`config.mk`:
```
export PLATFORM = sky130hd
export DESIGN_NAME = vccr_regs
export DESIGN_NICKNAME = d
export VERILOG_FILES = /design/src/verilog/vccr_pkg.sv /design/src/verilog/vccr_clk_div.sv /design/src/verilog/vccr_regs.sv /design/src/verilog/vccr_test_override.sv
export SDC_FILE = /design/constraint.sdc
export NUM_CORES = 1
export LEC_CHECK = 0
export ABC_AREA = 1
export BUFFER_PORTS_ARGS = -buffer_cell sky130_fd_sc_hd__buf_2
export CAP_MARGIN = 20
export CORE_ASPECT_RATIO = 0.75
export CORE_MARGIN = 4
export CORE_UTILIZATION = 56
export DETAILED_ROUTE_END_ITERATION = 16
export HOLD_SLACK_MARGIN = 0.05
export PLACE_DENSITY_LB_ADDON = 0.3
export SLEW_MARGIN = 20
export SYNTH_ARGS = -nofsm -noshare
export SYNTH_HDL_FRONTEND = slang
export SYNTH_SLANG_ARGS = --single-unit
```
`constraint.sdc`:
```
create_clock -name clk_sys -period 2.9 [get_ports clk_sys]
set_input_delay 0.29 -clock clk_sys [delete_from_list [all_inputs] [get_ports clk_sys]]
set_output_delay 0.29 -clock clk_sys [all_outputs]
set_load 0.01 [all_outputs]
```
`src/verilog/vccr_pkg.sv`:
```
/*
 * Constants for the oscillator calibration control register bank: register
 * offsets, write masks, reset values, field positions and divider figures.
 * Assumes the serial port in front of the bank presents whole 8-bit
 * register accesses with an 8-bit address.
 */
// Function
// - Bit 7 of the regulator/core A register selects the oscillator regulator supply (0 3.3 V, 1 5 V), reset 1.
// - Bit 4 of that register sets core A rectifier DC bias (0 3.3 V, 1 5 V), reset 1.
// - Bit 3 of that register selects core A lower threshold range (0 5 V, 1 3.3 V), reset 0.
// - Bits 2..0 hold core A nominal threshold, reset 2, and software writes 010 for either supply.
// - An 8-bit register sets the time of each autocalibration stage, reset 0x3F.
// - A 10-bit wait timeout is built from an 8-bit register (reset 0xA7) and bits 1..0 of converter control (reset 0).
// - Bit 7 of converter control routes temperature voltage (0) or scaled tuning voltage (1) to the converter.
// - Bit 5 of converter control enables fast conversion and bit 4 continuous conversion, both reset off.
// - Bit 3 of converter control requests a conversion and bit 2 powers the converter, reset on.
// - Bits 4..0 of one register hold the synthetic lock wait, reset 0xC.
// - Bits 4..0 of another register hold the level loop settle wait, reset 0x1E.
// - The converter clock is the phase detector rate divided by divider*4+2, divider reset 0x4C, aimed at 100 kHz.
// - In test mode an 8-bit register picks the band in the active core, reset 0.
// - In test mode bits 7..4 pick one core one-hot: 0 none, 1 D, 10 C, 100 B, 1000 A.
// - In test mode bits 3..0 set oscillator bias, 0000 maximum and 1111 minimum.
package vccr_pkg;

	localparam int VCCR_NREG = 11;
	localparam int VCCR_IDXW = 4;

	// register index order
	localparam logic [3:0] IX_REG_CORE_A  = 4'h0;
	localparam logic [3:0] IX_STAGE_TIME  = 4'h1;
	localparam logic [3:0] IX_WAIT_LOW    = 4'h2;
	localparam logic [3:0] IX_CONV_CTRL   = 4'h3;
	localparam logic [3:0] IX_SYNTH_LOCK  = 4'h4;
	localparam logic [3:0] IX_LEVEL_LOOP  = 4'h5;
	localparam logic [3:0] IX_CONV_DIV    = 4'h6;
	localparam logic [3:0] IX_PUMP_OFFSET = 4'h7;
	localparam logic [3:0] IX_TEST_BAND   = 4'h8;
	localparam logic [3:0] IX_TEST_CORE   = 4'h9;
	localparam logic [3:0] IX_TEST_MUX    = 4'hA;

	localparam logic [7:0] VCCR_OFFSET [VCCR_NREG] = '{
		8'h2F, 8'h30, 8'h31, 8'h32, 8'h33, 8'h34, 8'h35, 8'h36, 8'h37, 8'h38, 8'h39
	};
	localparam logic [7:0] VCCR_RESET [VCCR_NREG] = '{
		8'h92, 8'h3F, 8'hA7, 8'h04, 8'h0C, 8'h9E, 8'h4C, 8'h30, 8'h00, 8'h00, 8'h07
	};
	// writable bits; all others are reserved
	localparam logic [7:0] VCCR_WMASK [VCCR_NREG] = '{
		8'h9F, 8'hFF, 8'hFF, 8'hBF, 8'h1F, 8'hFF, 8'hFF, 8'hFF, 8'hFF, 8'hFF, 8'h7F
	};

	// regulator / core A fields
	localparam int POS_SUPPLY_SEL = 7;
	localparam int POS_RECT_BIAS  = 4;
	localparam int POS_LOW_RANGE  = 3;
	localparam int POS_NOM_LSB    = 0;
	localparam int W_NOM          = 3;

	// converter control fields
	localparam int POS_CONV_MUX   = 7;
	localparam int POS_CONV_FAST  = 5;
	localparam int POS_CONV_CONT  = 4;
	localparam int POS_CONV_GO    = 3;
	localparam int POS_CONV_PWR   = 2;
	localparam int POS_WAIT_HI    = 0;
	localparam int W_WAIT_HI      = 2;
	localparam int W_WAIT         = 10;

	// wait fields, test fields
	localparam int W_WAIT5        = 5;
	localparam int POS_TEST_MODES = 5;
	localparam int W_TEST_MODES   = 3;
	localparam int POS_CORE_LSB   = 4;
	localparam int W_CORE         = 4;
	localparam int POS_BIAS_LSB   = 0;
	localparam int W_BIAS         = 4;
	localparam int POS_MUX_LSB    = 4;
	localparam int W_MUX          = 3;
	localparam int POS_TUNE_LSB   = 0;
	localparam int W_TUNE         = 4;

	// converter clock: period in phase detector ticks = div*MUL+ADD
	localparam int DIV_MUL        = 4;
	localparam int DIV_ADD        = 2;
	localparam int W_DIV_CNT      = 10;

endpackage : vccr_pkg

```
`src/verilog/vccr_clk_div.sv`:
```
/*
 * Converter clock divider: turns the phase detector tick into a converter
 * clock tick every divider*4+2 phase detector ticks.
 * Assumes pfd_tick is a one-cycle enable in the clk_sys domain.
 */
module vccr_clk_div
	import vccr_pkg::*;
(
	input  wire logic                 clk_sys,
	input  wire logic                 resetn,
	input  wire logic                 pfd_tick,
	input  wire logic [7:0]           div_value,
	output logic                      conv_tick
);
	import vccr_pkg::*;

	logic [W_DIV_CNT-1:0] count;
	logic [W_DIV_CNT-1:0] period;

	assign period = W_DIV_CNT'({2'b00, div_value} * DIV_MUL + DIV_ADD);

	////////////////////////////////////////////////////////////////////////////
	// a shrunk divider value wraps at once rather than running to overflow
	always_ff @(posedge clk_sys) begin
		if (!resetn) begin
			count     <= '0;
			conv_tick <= 1'b0;
		end else begin
			conv_tick <= 1'b0;
			if (pfd_tick) begin
				if (count >= period - W_DIV_CNT'(1)) begin
					count     <= '0;
					conv_tick <= 1'b1;
				end else begin
					count <= count + W_DIV_CNT'(1);
				end
			end
		end
	end

endmodule : vccr_clk_div

```
`src/verilog/vccr_regs.sv`:
```
/*
 * Oscillator calibration control register bank, offsets 0x2F to 0x39.
 * Holds the core A level loop settings, the regulator supply select, the
 * calibration timeouts, the converter controls and divider, and the
 * test-mode overrides, and drives them out as fields.
 * Assumes the serial port in front delivers one-cycle read and write
 * strobes with a stable address and data, and that the calibration
 * machine and converter sit outside.
 */
module vccr_regs
	import vccr_pkg::*;
(
	input  wire logic                 clk_sys,
	input  wire logic                 resetn,
	// register access from the serial port
	input  wire logic [7:0]           reg_addr,
	input  wire logic [7:0]           reg_wdata,
	input  wire logic                 reg_wr,
	input  wire logic                 reg_rd,
	output logic [7:0]                reg_rdata,
	output logic                      reg_rd_valid,
	output logic                      reg_miss,
	// timing input and calibration machine values
	input  wire logic                 pfd_tick,
	input  wire logic                 test_mode_en,
	input  wire logic [7:0]           cal_band,
	input  wire logic [W_CORE-1:0]    cal_core,
	input  wire logic [W_BIAS-1:0]    cal_bias,
	// regulator and core A level loop
	output logic                      regulator_supply_select,
	output logic                      core_a_rectifier_bias,
	output logic                      core_a_lower_threshold_range,
	output logic [W_NOM-1:0]          core_a_nominal_threshold,
	// calibration timing
	output logic [7:0]                autocal_stage_time,
	output logic [W_WAIT-1:0]         wait_timeout,
	output logic [W_WAIT5-1:0]        synthetic_lock_wait,
	output logic [W_WAIT5-1:0]        level_loop_settle_wait,
	output logic [W_TEST_MODES-1:0]   cal_machine_test_modes,
	// converter
	output logic                      converter_tune_select,
	output logic                      converter_fast_mode,
	output logic                      converter_continuous_mode,
	output logic                      converter_convert,
	output logic                      converter_start,
	output logic                      converter_power,
	output logic                      converter_clk_tick,
	// reserved trims and test outputs
	output logic [7:0]                pump_current_offset,
	output logic [W_MUX-1:0]          test_mux_select,
	output logic [W_TUNE-1:0]         test_tune_target,
	output logic [7:0]                osc_band,
	output logic [W_CORE-1:0]         osc_core,
	output logic [W_BIAS-1:0]         osc_bias,
	output logic                      test_core_code_bad
);
	import vccr_pkg::*;

	////////////////////////////////////////////////////////////////////////////
	// address decode

	typedef struct packed {
		logic                 hit;
		logic [VCCR_IDXW-1:0] idx;
	} vccr_dec_t;

	function automatic vccr_dec_t vccr_decode(input logic [7:0] addr);
		vccr_dec_t d;
		d.hit = 1'b0;
		d.idx = '0;
		for (int i = 0; i < VCCR_NREG; i++) begin
			if (addr == VCCR_OFFSET[i]) begin
				d.hit = 1'b1;
				d.idx = VCCR_IDXW'(i);
			end
		end
		return d;
	endfunction : vccr_decode

	vccr_dec_t wr_dec;
	vccr_dec_t rd_dec;

	assign wr_dec = vccr_decode(reg_addr);
	assign rd_dec = vccr_decode(reg_addr);

	////////////////////////////////////////////////////////////////////////////
	// storage

	logic [7:0] regs [VCCR_NREG];

	generate
		for (genvar g = 0; g < VCCR_NREG; g++) begin : g_reg
			// reserved bits stay zero because writes are masked with VCCR_WMASK and their reset value is zero
			always_ff @(posedge clk_sys) begin
				if (!resetn) begin
					regs[g] <= VCCR_RESET[g];
				end else if (reg_wr && wr_dec.hit && wr_dec.idx == VCCR_IDXW'(g)) begin
					regs[g] <= reg_wdata & VCCR_WMASK[g];
				end
			end
		end
	endgenerate

	////////////////////////////////////////////////////////////////////////////
	// read port: data one cycle after the strobe, unmapped reads give zero

	always_ff @(posedge clk_sys) begin
		if (!resetn) begin
			reg_rdata    <= '0;
			reg_rd_valid <= 1'b0;
			reg_miss     <= 1'b0;
		end else begin
			reg_rd_valid <= reg_rd;
			reg_miss     <= (reg_rd || reg_wr) && !rd_dec.hit;
			if (reg_rd) begin
				reg_rdata <= rd_dec.hit ? (regs[rd_dec.idx] & VCCR_WMASK[rd_dec.idx])
				                        : 8'h00;
			end
		end
	end

	////////////////////////////////////////////////////////////////////////////
	// regulator and core A level loop

	logic [7:0] r_core_a;

	assign r_core_a = regs[IX_REG_CORE_A];

	always_ff @(posedge clk_sys) begin
		if (!resetn) begin
			regulator_supply_select      <= VCCR_RESET[IX_REG_CORE_A][POS_SUPPLY_SEL];
			core_a_rectifier_bias        <= VCCR_RESET[IX_REG_CORE_A][POS_RECT_BIAS];
			core_a_lower_threshold_range <= VCCR_RESET[IX_REG_CORE_A][POS_LOW_RANGE];
			core_a_nominal_threshold     <= VCCR_RESET[IX_REG_CORE_A][POS_NOM_LSB +: W_NOM];
		end else begin
			regulator_supply_select      <= r_core_a[POS_SUPPLY_SEL];
			core_a_rectifier_bias        <= r_core_a[POS_RECT_BIAS];
			core_a_lower_threshold_range <= r_core_a[POS_LOW_RANGE];
			core_a_nominal_threshold     <= r_core_a[POS_NOM_LSB +: W_NOM];
		end
	end

	////////////////////////////////////////////////////////////////////////////
	// calibration timing

	logic [7:0] r_conv;

	assign r_conv = regs[IX_CONV_CTRL];

	always_ff @(posedge clk_sys) begin
		if (!resetn) begin
			autocal_stage_time     <= VCCR_RESET[IX_STAGE_TIME];
			wait_timeout           <= {VCCR_RESET[IX_CONV_CTRL][POS_WAIT_HI +: W_WAIT_HI],
			                           VCCR_RESET[IX_WAIT_LOW]};
			synthetic_lock_wait    <= VCCR_RESET[IX_SYNTH_LOCK][W_WAIT5-1:0];
			level_loop_settle_wait <= VCCR_RESET[IX_LEVEL_LOOP][W_WAIT5-1:0];
			cal_machine_test_modes <= VCCR_RESET[IX_LEVEL_LOOP][POS_TEST_MODES +: W_TEST_MODES];
		end else begin
			autocal_stage_time     <= regs[IX_STAGE_TIME];
			wait_timeout           <= {r_conv[POS_WAIT_HI +: W_WAIT_HI],
			                           regs[IX_WAIT_LOW]};
			synthetic_lock_wait    <= regs[IX_SYNTH_LOCK][W_WAIT5-1:0];
			level_loop_settle_wait <= regs[IX_LEVEL_LOOP][W_WAIT5-1:0];
			cal_machine_test_modes <= regs[IX_LEVEL_LOOP][POS_TEST_MODES +: W_TEST_MODES];
		end
	end

	////////////////////////////////////////////////////////////////////////////
	// converter controls

	logic conv_go_d;

	always_ff @(posedge clk_sys) begin
		if (!resetn) begin
			converter_tune_select     <= VCCR_RESET[IX_CONV_CTRL][POS_CONV_MUX];
			converter_fast_mode       <= VCCR_RESET[IX_CONV_CTRL][POS_CONV_FAST];
			converter_continuous_mode <= VCCR_RESET[IX_CONV_CTRL][POS_CONV_CONT];
			converter_convert         <= VCCR_RESET[IX_CONV_CTRL][POS_CONV_GO];
			converter_power           <= VCCR_RESET[IX_CONV_CTRL][POS_CONV_PWR];
		end else begin
			converter_tune_select     <= r_conv[POS_CONV_MUX];
			converter_fast_mode       <= r_conv[POS_CONV_FAST];
			converter_continuous_mode <= r_conv[POS_CONV_CONT];
			converter_convert         <= r_conv[POS_CONV_GO];
			converter_power           <= r_conv[POS_CONV_PWR];
		end
	end

	// start pulse on the rising edge of the request, only while powered
	always_ff @(posedge clk_sys) begin
		if (!resetn) begin
			conv_go_d       <= 1'b0;
			converter_start <= 1'b0;
		end else begin
			conv_go_d       <= r_conv[POS_CONV_GO];
			converter_start <= r_conv[POS_CONV_GO] && !conv_go_d
			                   && r_conv[POS_CONV_PWR];
		end
	end

	vccr_clk_div u_clk_div (
		.clk_sys   (clk_sys),
		.resetn    (resetn),
		.pfd_tick  (pfd_tick),
		.div_value (regs[IX_CONV_DIV]),
		.conv_tick (converter_clk_tick)
	);

	////////////////////////////////////////////////////////////////////////////
	// reserved trims and test-mode overrides

	always_ff @(posedge clk_sys) begin
		if (!resetn) begin
			pump_current_offset <= VCCR_RESET[IX_PUMP_OFFSET];
			test_mux_select     <= VCCR_RESET[IX_TEST_MUX][POS_MUX_LSB +: W_MUX];
			test_tune_target    <= VCCR_RESET[IX_TEST_MUX][POS_TUNE_LSB +: W_TUNE];
		end else begin
			pump_current_offset <= regs[IX_PUMP_OFFSET];
			test_mux_select     <= regs[IX_TEST_MUX][POS_MUX_LSB +: W_MUX];
			test_tune_target    <= regs[IX_TEST_MUX][POS_TUNE_LSB +: W_TUNE];
		end
	end

	vccr_test_override u_override (
		.clk_sys       (clk_sys),
		.resetn        (resetn),
		.test_mode_en  (test_mode_en),
		.test_band     (regs[IX_TEST_BAND]),
		.test_core     (regs[IX_TEST_CORE][POS_CORE_LSB +: W_CORE]),
		.test_bias     (regs[IX_TEST_CORE][POS_BIAS_LSB +: W_BIAS]),
		.cal_band      (cal_band),
		.cal_core      (cal_core),
		.cal_bias      (cal_bias),
		.band_out      (osc_band),
		.core_out      (osc_core),
		.bias_out      (osc_bias),
		.core_code_bad (test_core_code_bad)
	);

endmodule : vccr_regs

```
`src/verilog/vccr_test_override.sv`:
```
/*
 * Test-mode override of band, core and bias toward the oscillator.
 * Assumes the calibration machine supplies the normal-mode values.
 */
module vccr_test_override
	import vccr_pkg::*;
(
	input  wire logic                 clk_sys,
	input  wire logic                 resetn,
	input  wire logic                 test_mode_en,
	input  wire logic [7:0]           test_band,
	input  wire logic [W_CORE-1:0]    test_core,
	input  wire logic [W_BIAS-1:0]    test_bias,
	input  wire logic [7:0]           cal_band,
	input  wire logic [W_CORE-1:0]    cal_core,
	input  wire logic [W_BIAS-1:0]    cal_bias,
	output logic [7:0]                band_out,
	output logic [W_CORE-1:0]         core_out,
	output logic [W_BIAS-1:0]         bias_out,
	output logic                      core_code_bad
);
	import vccr_pkg::*;

	logic bad;

	assign bad = test_mode_en && !$onehot0(test_core);

	////////////////////////////////////////////////////////////////////////////
	always_ff @(posedge clk_sys) begin
		if (!resetn) begin
			band_out      <= '0;
			core_out      <= '0;
			bias_out      <= '0;
			core_code_bad <= 1'b0;
		end else begin
			core_code_bad <= bad;
			if (test_mode_en) begin
				band_out <= test_band;
				core_out <= bad ? '0 : test_core;
				bias_out <= test_bias;
			end else begin
				band_out <= cal_band;
				core_out <= cal_core;
				bias_out <= cal_bias;
			end
		end
	end

endmodule : vccr_test_override
```
==> metrics.txt <==
WL met1 8350 µm; Post-Synth Adder-Cell Area 3.19%; nature of the critical path endpoint register; Synthesis Warnings 0; die width 143 µm; Post-Synthesis Net Count 937; crit-path max FO 9; P&R area growth vs syn 17.8%; RSZ-0062 raised after global routing false; largest net degree at the start of global routing 27; Post-Synthesis Cells 880; Routed WL 19800 µm; Max clock buf depth 2; DR WL/cell 16.7 µm; fill count 1027; row cnt 36; grt total ovfl 0; WL met3 2500 µm; first-pass GRT wire length 31100 µm; reg2reg start regs[6][5]; uppermost layer routed met4; Initial Util 58.3%; final worst path period share 75.4%; # IOs 124; # diodes 0; Iteration-0 DRC Markers 743; Buf/Inv on CP 3; Achievable Freq 457 MHz; gp weighted congestion 0.969; CTS buffer count 17; relative slew slack 51.8%; Sink Count 177; worst hold path class in2reg; Startpoint Class input port; Combinational Power Share 7.5%; core area 13200 µm²; CTS tree yes; number of global-route vias before repair 5986; top-area cell type share of the netlist area 31.6%; peak supply drop 0.580 mV; Worst-Margin Slew 723 ps; Synth Area in Simple Gates 28.6%; Post-layout nets 1057; Reg power frac 49.9%; CTS root buf clkbuf_16; die area 15700 µm²; Fin Setup TNS 0 ps; MaxCap Viol Count 0; clock share of power 42.6%; CP max-delay cell ha_1; fin. max-slew vios 0; HP Start cal_band[6]; top cells by area, synth edfxtp_1 (32%), dfxtp_1 (25%), nand2_1 (11%); outcome completed; mux share of post-synthesis cell area 0%; Worst Setup SP reg_addr[5]; share of layout cells above drive strength 1 20.7%; Post-synth EDFFs 81; DRT Pass-1 Iters 7; cell internal pwr 0.00424 W; chip height 110 µm; vias per cell 5.45; final setup violation count 0; CP max stage delay 550 ps; Switching Share 24.0%; largest family of logic cells by synthesized area simple AND/OR/NAND/NOR gates; Unique masters post-synth 38; clock slew at reported path FFs 70 ps; H-tree Lvls 4; total power draw 0.00558 W; Setup CP Type in2reg; CP Cell Sequence buf_2 > nand2_1 > inv_2 > nand2_2 > nor2_1 > nor2_1 > nand3_1 > inv_1 > ha_1 > nand3_1 > nand2_1; post-route antenna net violation count 0; P_leak 4.33 nW; Fin. Hold Viols 0; ys flop type dfxtp_1; top-count cell post-synth nand2_1; Critical Path AT 2290 ps; total setup buffers inserted after CTS 0; PD cells 615 nW/µm²; Synth Cell Area 7690 µm²; Mean Syn Cell Area 8.74 µm²; Hold Slack 95.4 ps; worst skew pair latency 430 ps; post-synthesis compound-gate area fraction 2.72%; CTS Hold Bufs 0; sequential fraction of the synthesis area 56.6%; top cell type by total area after synthesis edfxtp_1; cell family with most CP delay simple AND/OR/NAND/NOR gates; asr flop ratio synth 0%; Net Sw Power 0.00134 W; vias 6450; area share of xor/xnor cells in the synthesized design 0.455%; number of remaining DRC errors 0; Finished Layout Cells 1184; skew final 7.28 ps; # placed instances 1152; initial antenna violation count 0; CTS resizes 0; Period minus WS final 2190 ps; post-synthesis register bit count 177; critical path required time 3000 ps; Detail Placement HPWL 13600 µm; IO buf count 123; routed wl met2 8550 µm; commonest cells in the netlist nand2_1 (228), inv_1 (110), nor2_1 (104), dfxtp_1 (96), edfxtp_1 (81); gr usage total 25.8%
## cell type report
cell class	instances	area (µm²)	share of cell area, %
Sequential cell	177	4350	48.1
Multi-Input combinational cell	542	2690	29.7
Timing Repair Buffer	139	736	8.12
Inverter	123	464	5.12
Clock buffer	18	429	4.74
Tap cell	171	214	2.36
Clock inverter	14	176	1.95
## per-stage QoR
stage	cell area, µm²	worst slack (ps)	utilization (%)
6_report	9060	712	68.6
5_1_grt	9060	564	68.6
3_5_place_dp	8450	347	64.1
2_1_floorplan	7690	650	-
4_1_cts	9060	780	68.6
3_3_place_gp	8450	430	64.1
## power by group through the flow
stage               Clock (W)  Sequential, W  Combinational [W]
CTS                   0.00238        0.00278           0.000416
global route          0.00250        0.00279           0.000464
finish                0.00238        0.00278           0.000419
global placement            0        0.00283           0.000407
detailed placement          0        0.00283           0.000413
floorplan                   0        0.00285           0.000212
## logic make-up (layout without fill, tap and decap cells)
kind of cell | Yosys count | count (layout)
AO/OA/AOI/OAI | 40 | 40
XOR/XNOR | 4 | 4
adder cells (fa/ha/maj) | 19 | 19
buffers and inverters | 161 | 294
flip-flops | 177 | 177
AND/OR/NAND/NOR | 479 | 479
## registers in the layout, indices dropped and copies added (netlist names), 3 cells and up
signal	count
wait_timeout	10
reg_rdata	8
level_loop_settle_wait	5
u_override.core_out	4
regs	81
u_override.bias_out	4
pump_current_offset	8
cal_machine_test_modes	3
test_mux_select	3
core_a_nominal_threshold	3
autocal_stage_time	8
synthetic_lock_wait	5
u_clk_div.count	10
u_override.band_out	8
test_tune_target	4
## worst register-to-register path: stages (launching register included)
cell and delay, ps:
edfxtp_1 350, inv_1 120, ha_1 260, a21oi_1 130, nor2_1 60, a211oi_1 190, nand4_1 190, nand2_1 90
nand2_1 190, nor3b_1 240
## final timing paths
check                                end  slack (ps)  depth (start not counted)
setup / recovery              regs[8][4]         710                         11
setup reg to reg      u_clk_div.count[6]        1010                          9
hold / removal    u_override.band_out[6]         100                          3
hold reg to reg          converter_start         410                          1
## routing by layer
layer | up-vias | GRT usage [%]
li1 | 3036 | -
met1 | 2984 | 36.9
met2 | 387 | 38.7
met3 | 43 | 7.26
met4 | 0 | 7.53
met5 | - | 0
## placed cells by master (no fill, tap or decap), types with 3 or more instances in the layout
cell	instances
a21oi_1	19
buf_2	123
buf_4	16
bufinv_16	3
clkbuf_16	17
clkinv_1	5
dfxtp_1	96
edfxtp_1	81
ha_1	18
inv_1	110
inv_2	8
inv_6	4
nand2_1	228
nand3_1	74
nand3b_1	13
nand4_1	15
nand4_2	7
nor2_1	104
nor2_2	3
nor2_4	3
nor3_1	8
nor3b_1	3
o21ai_0	17
or2_2	11
xor2_1	4
Power figures use the tool's default switching activity.
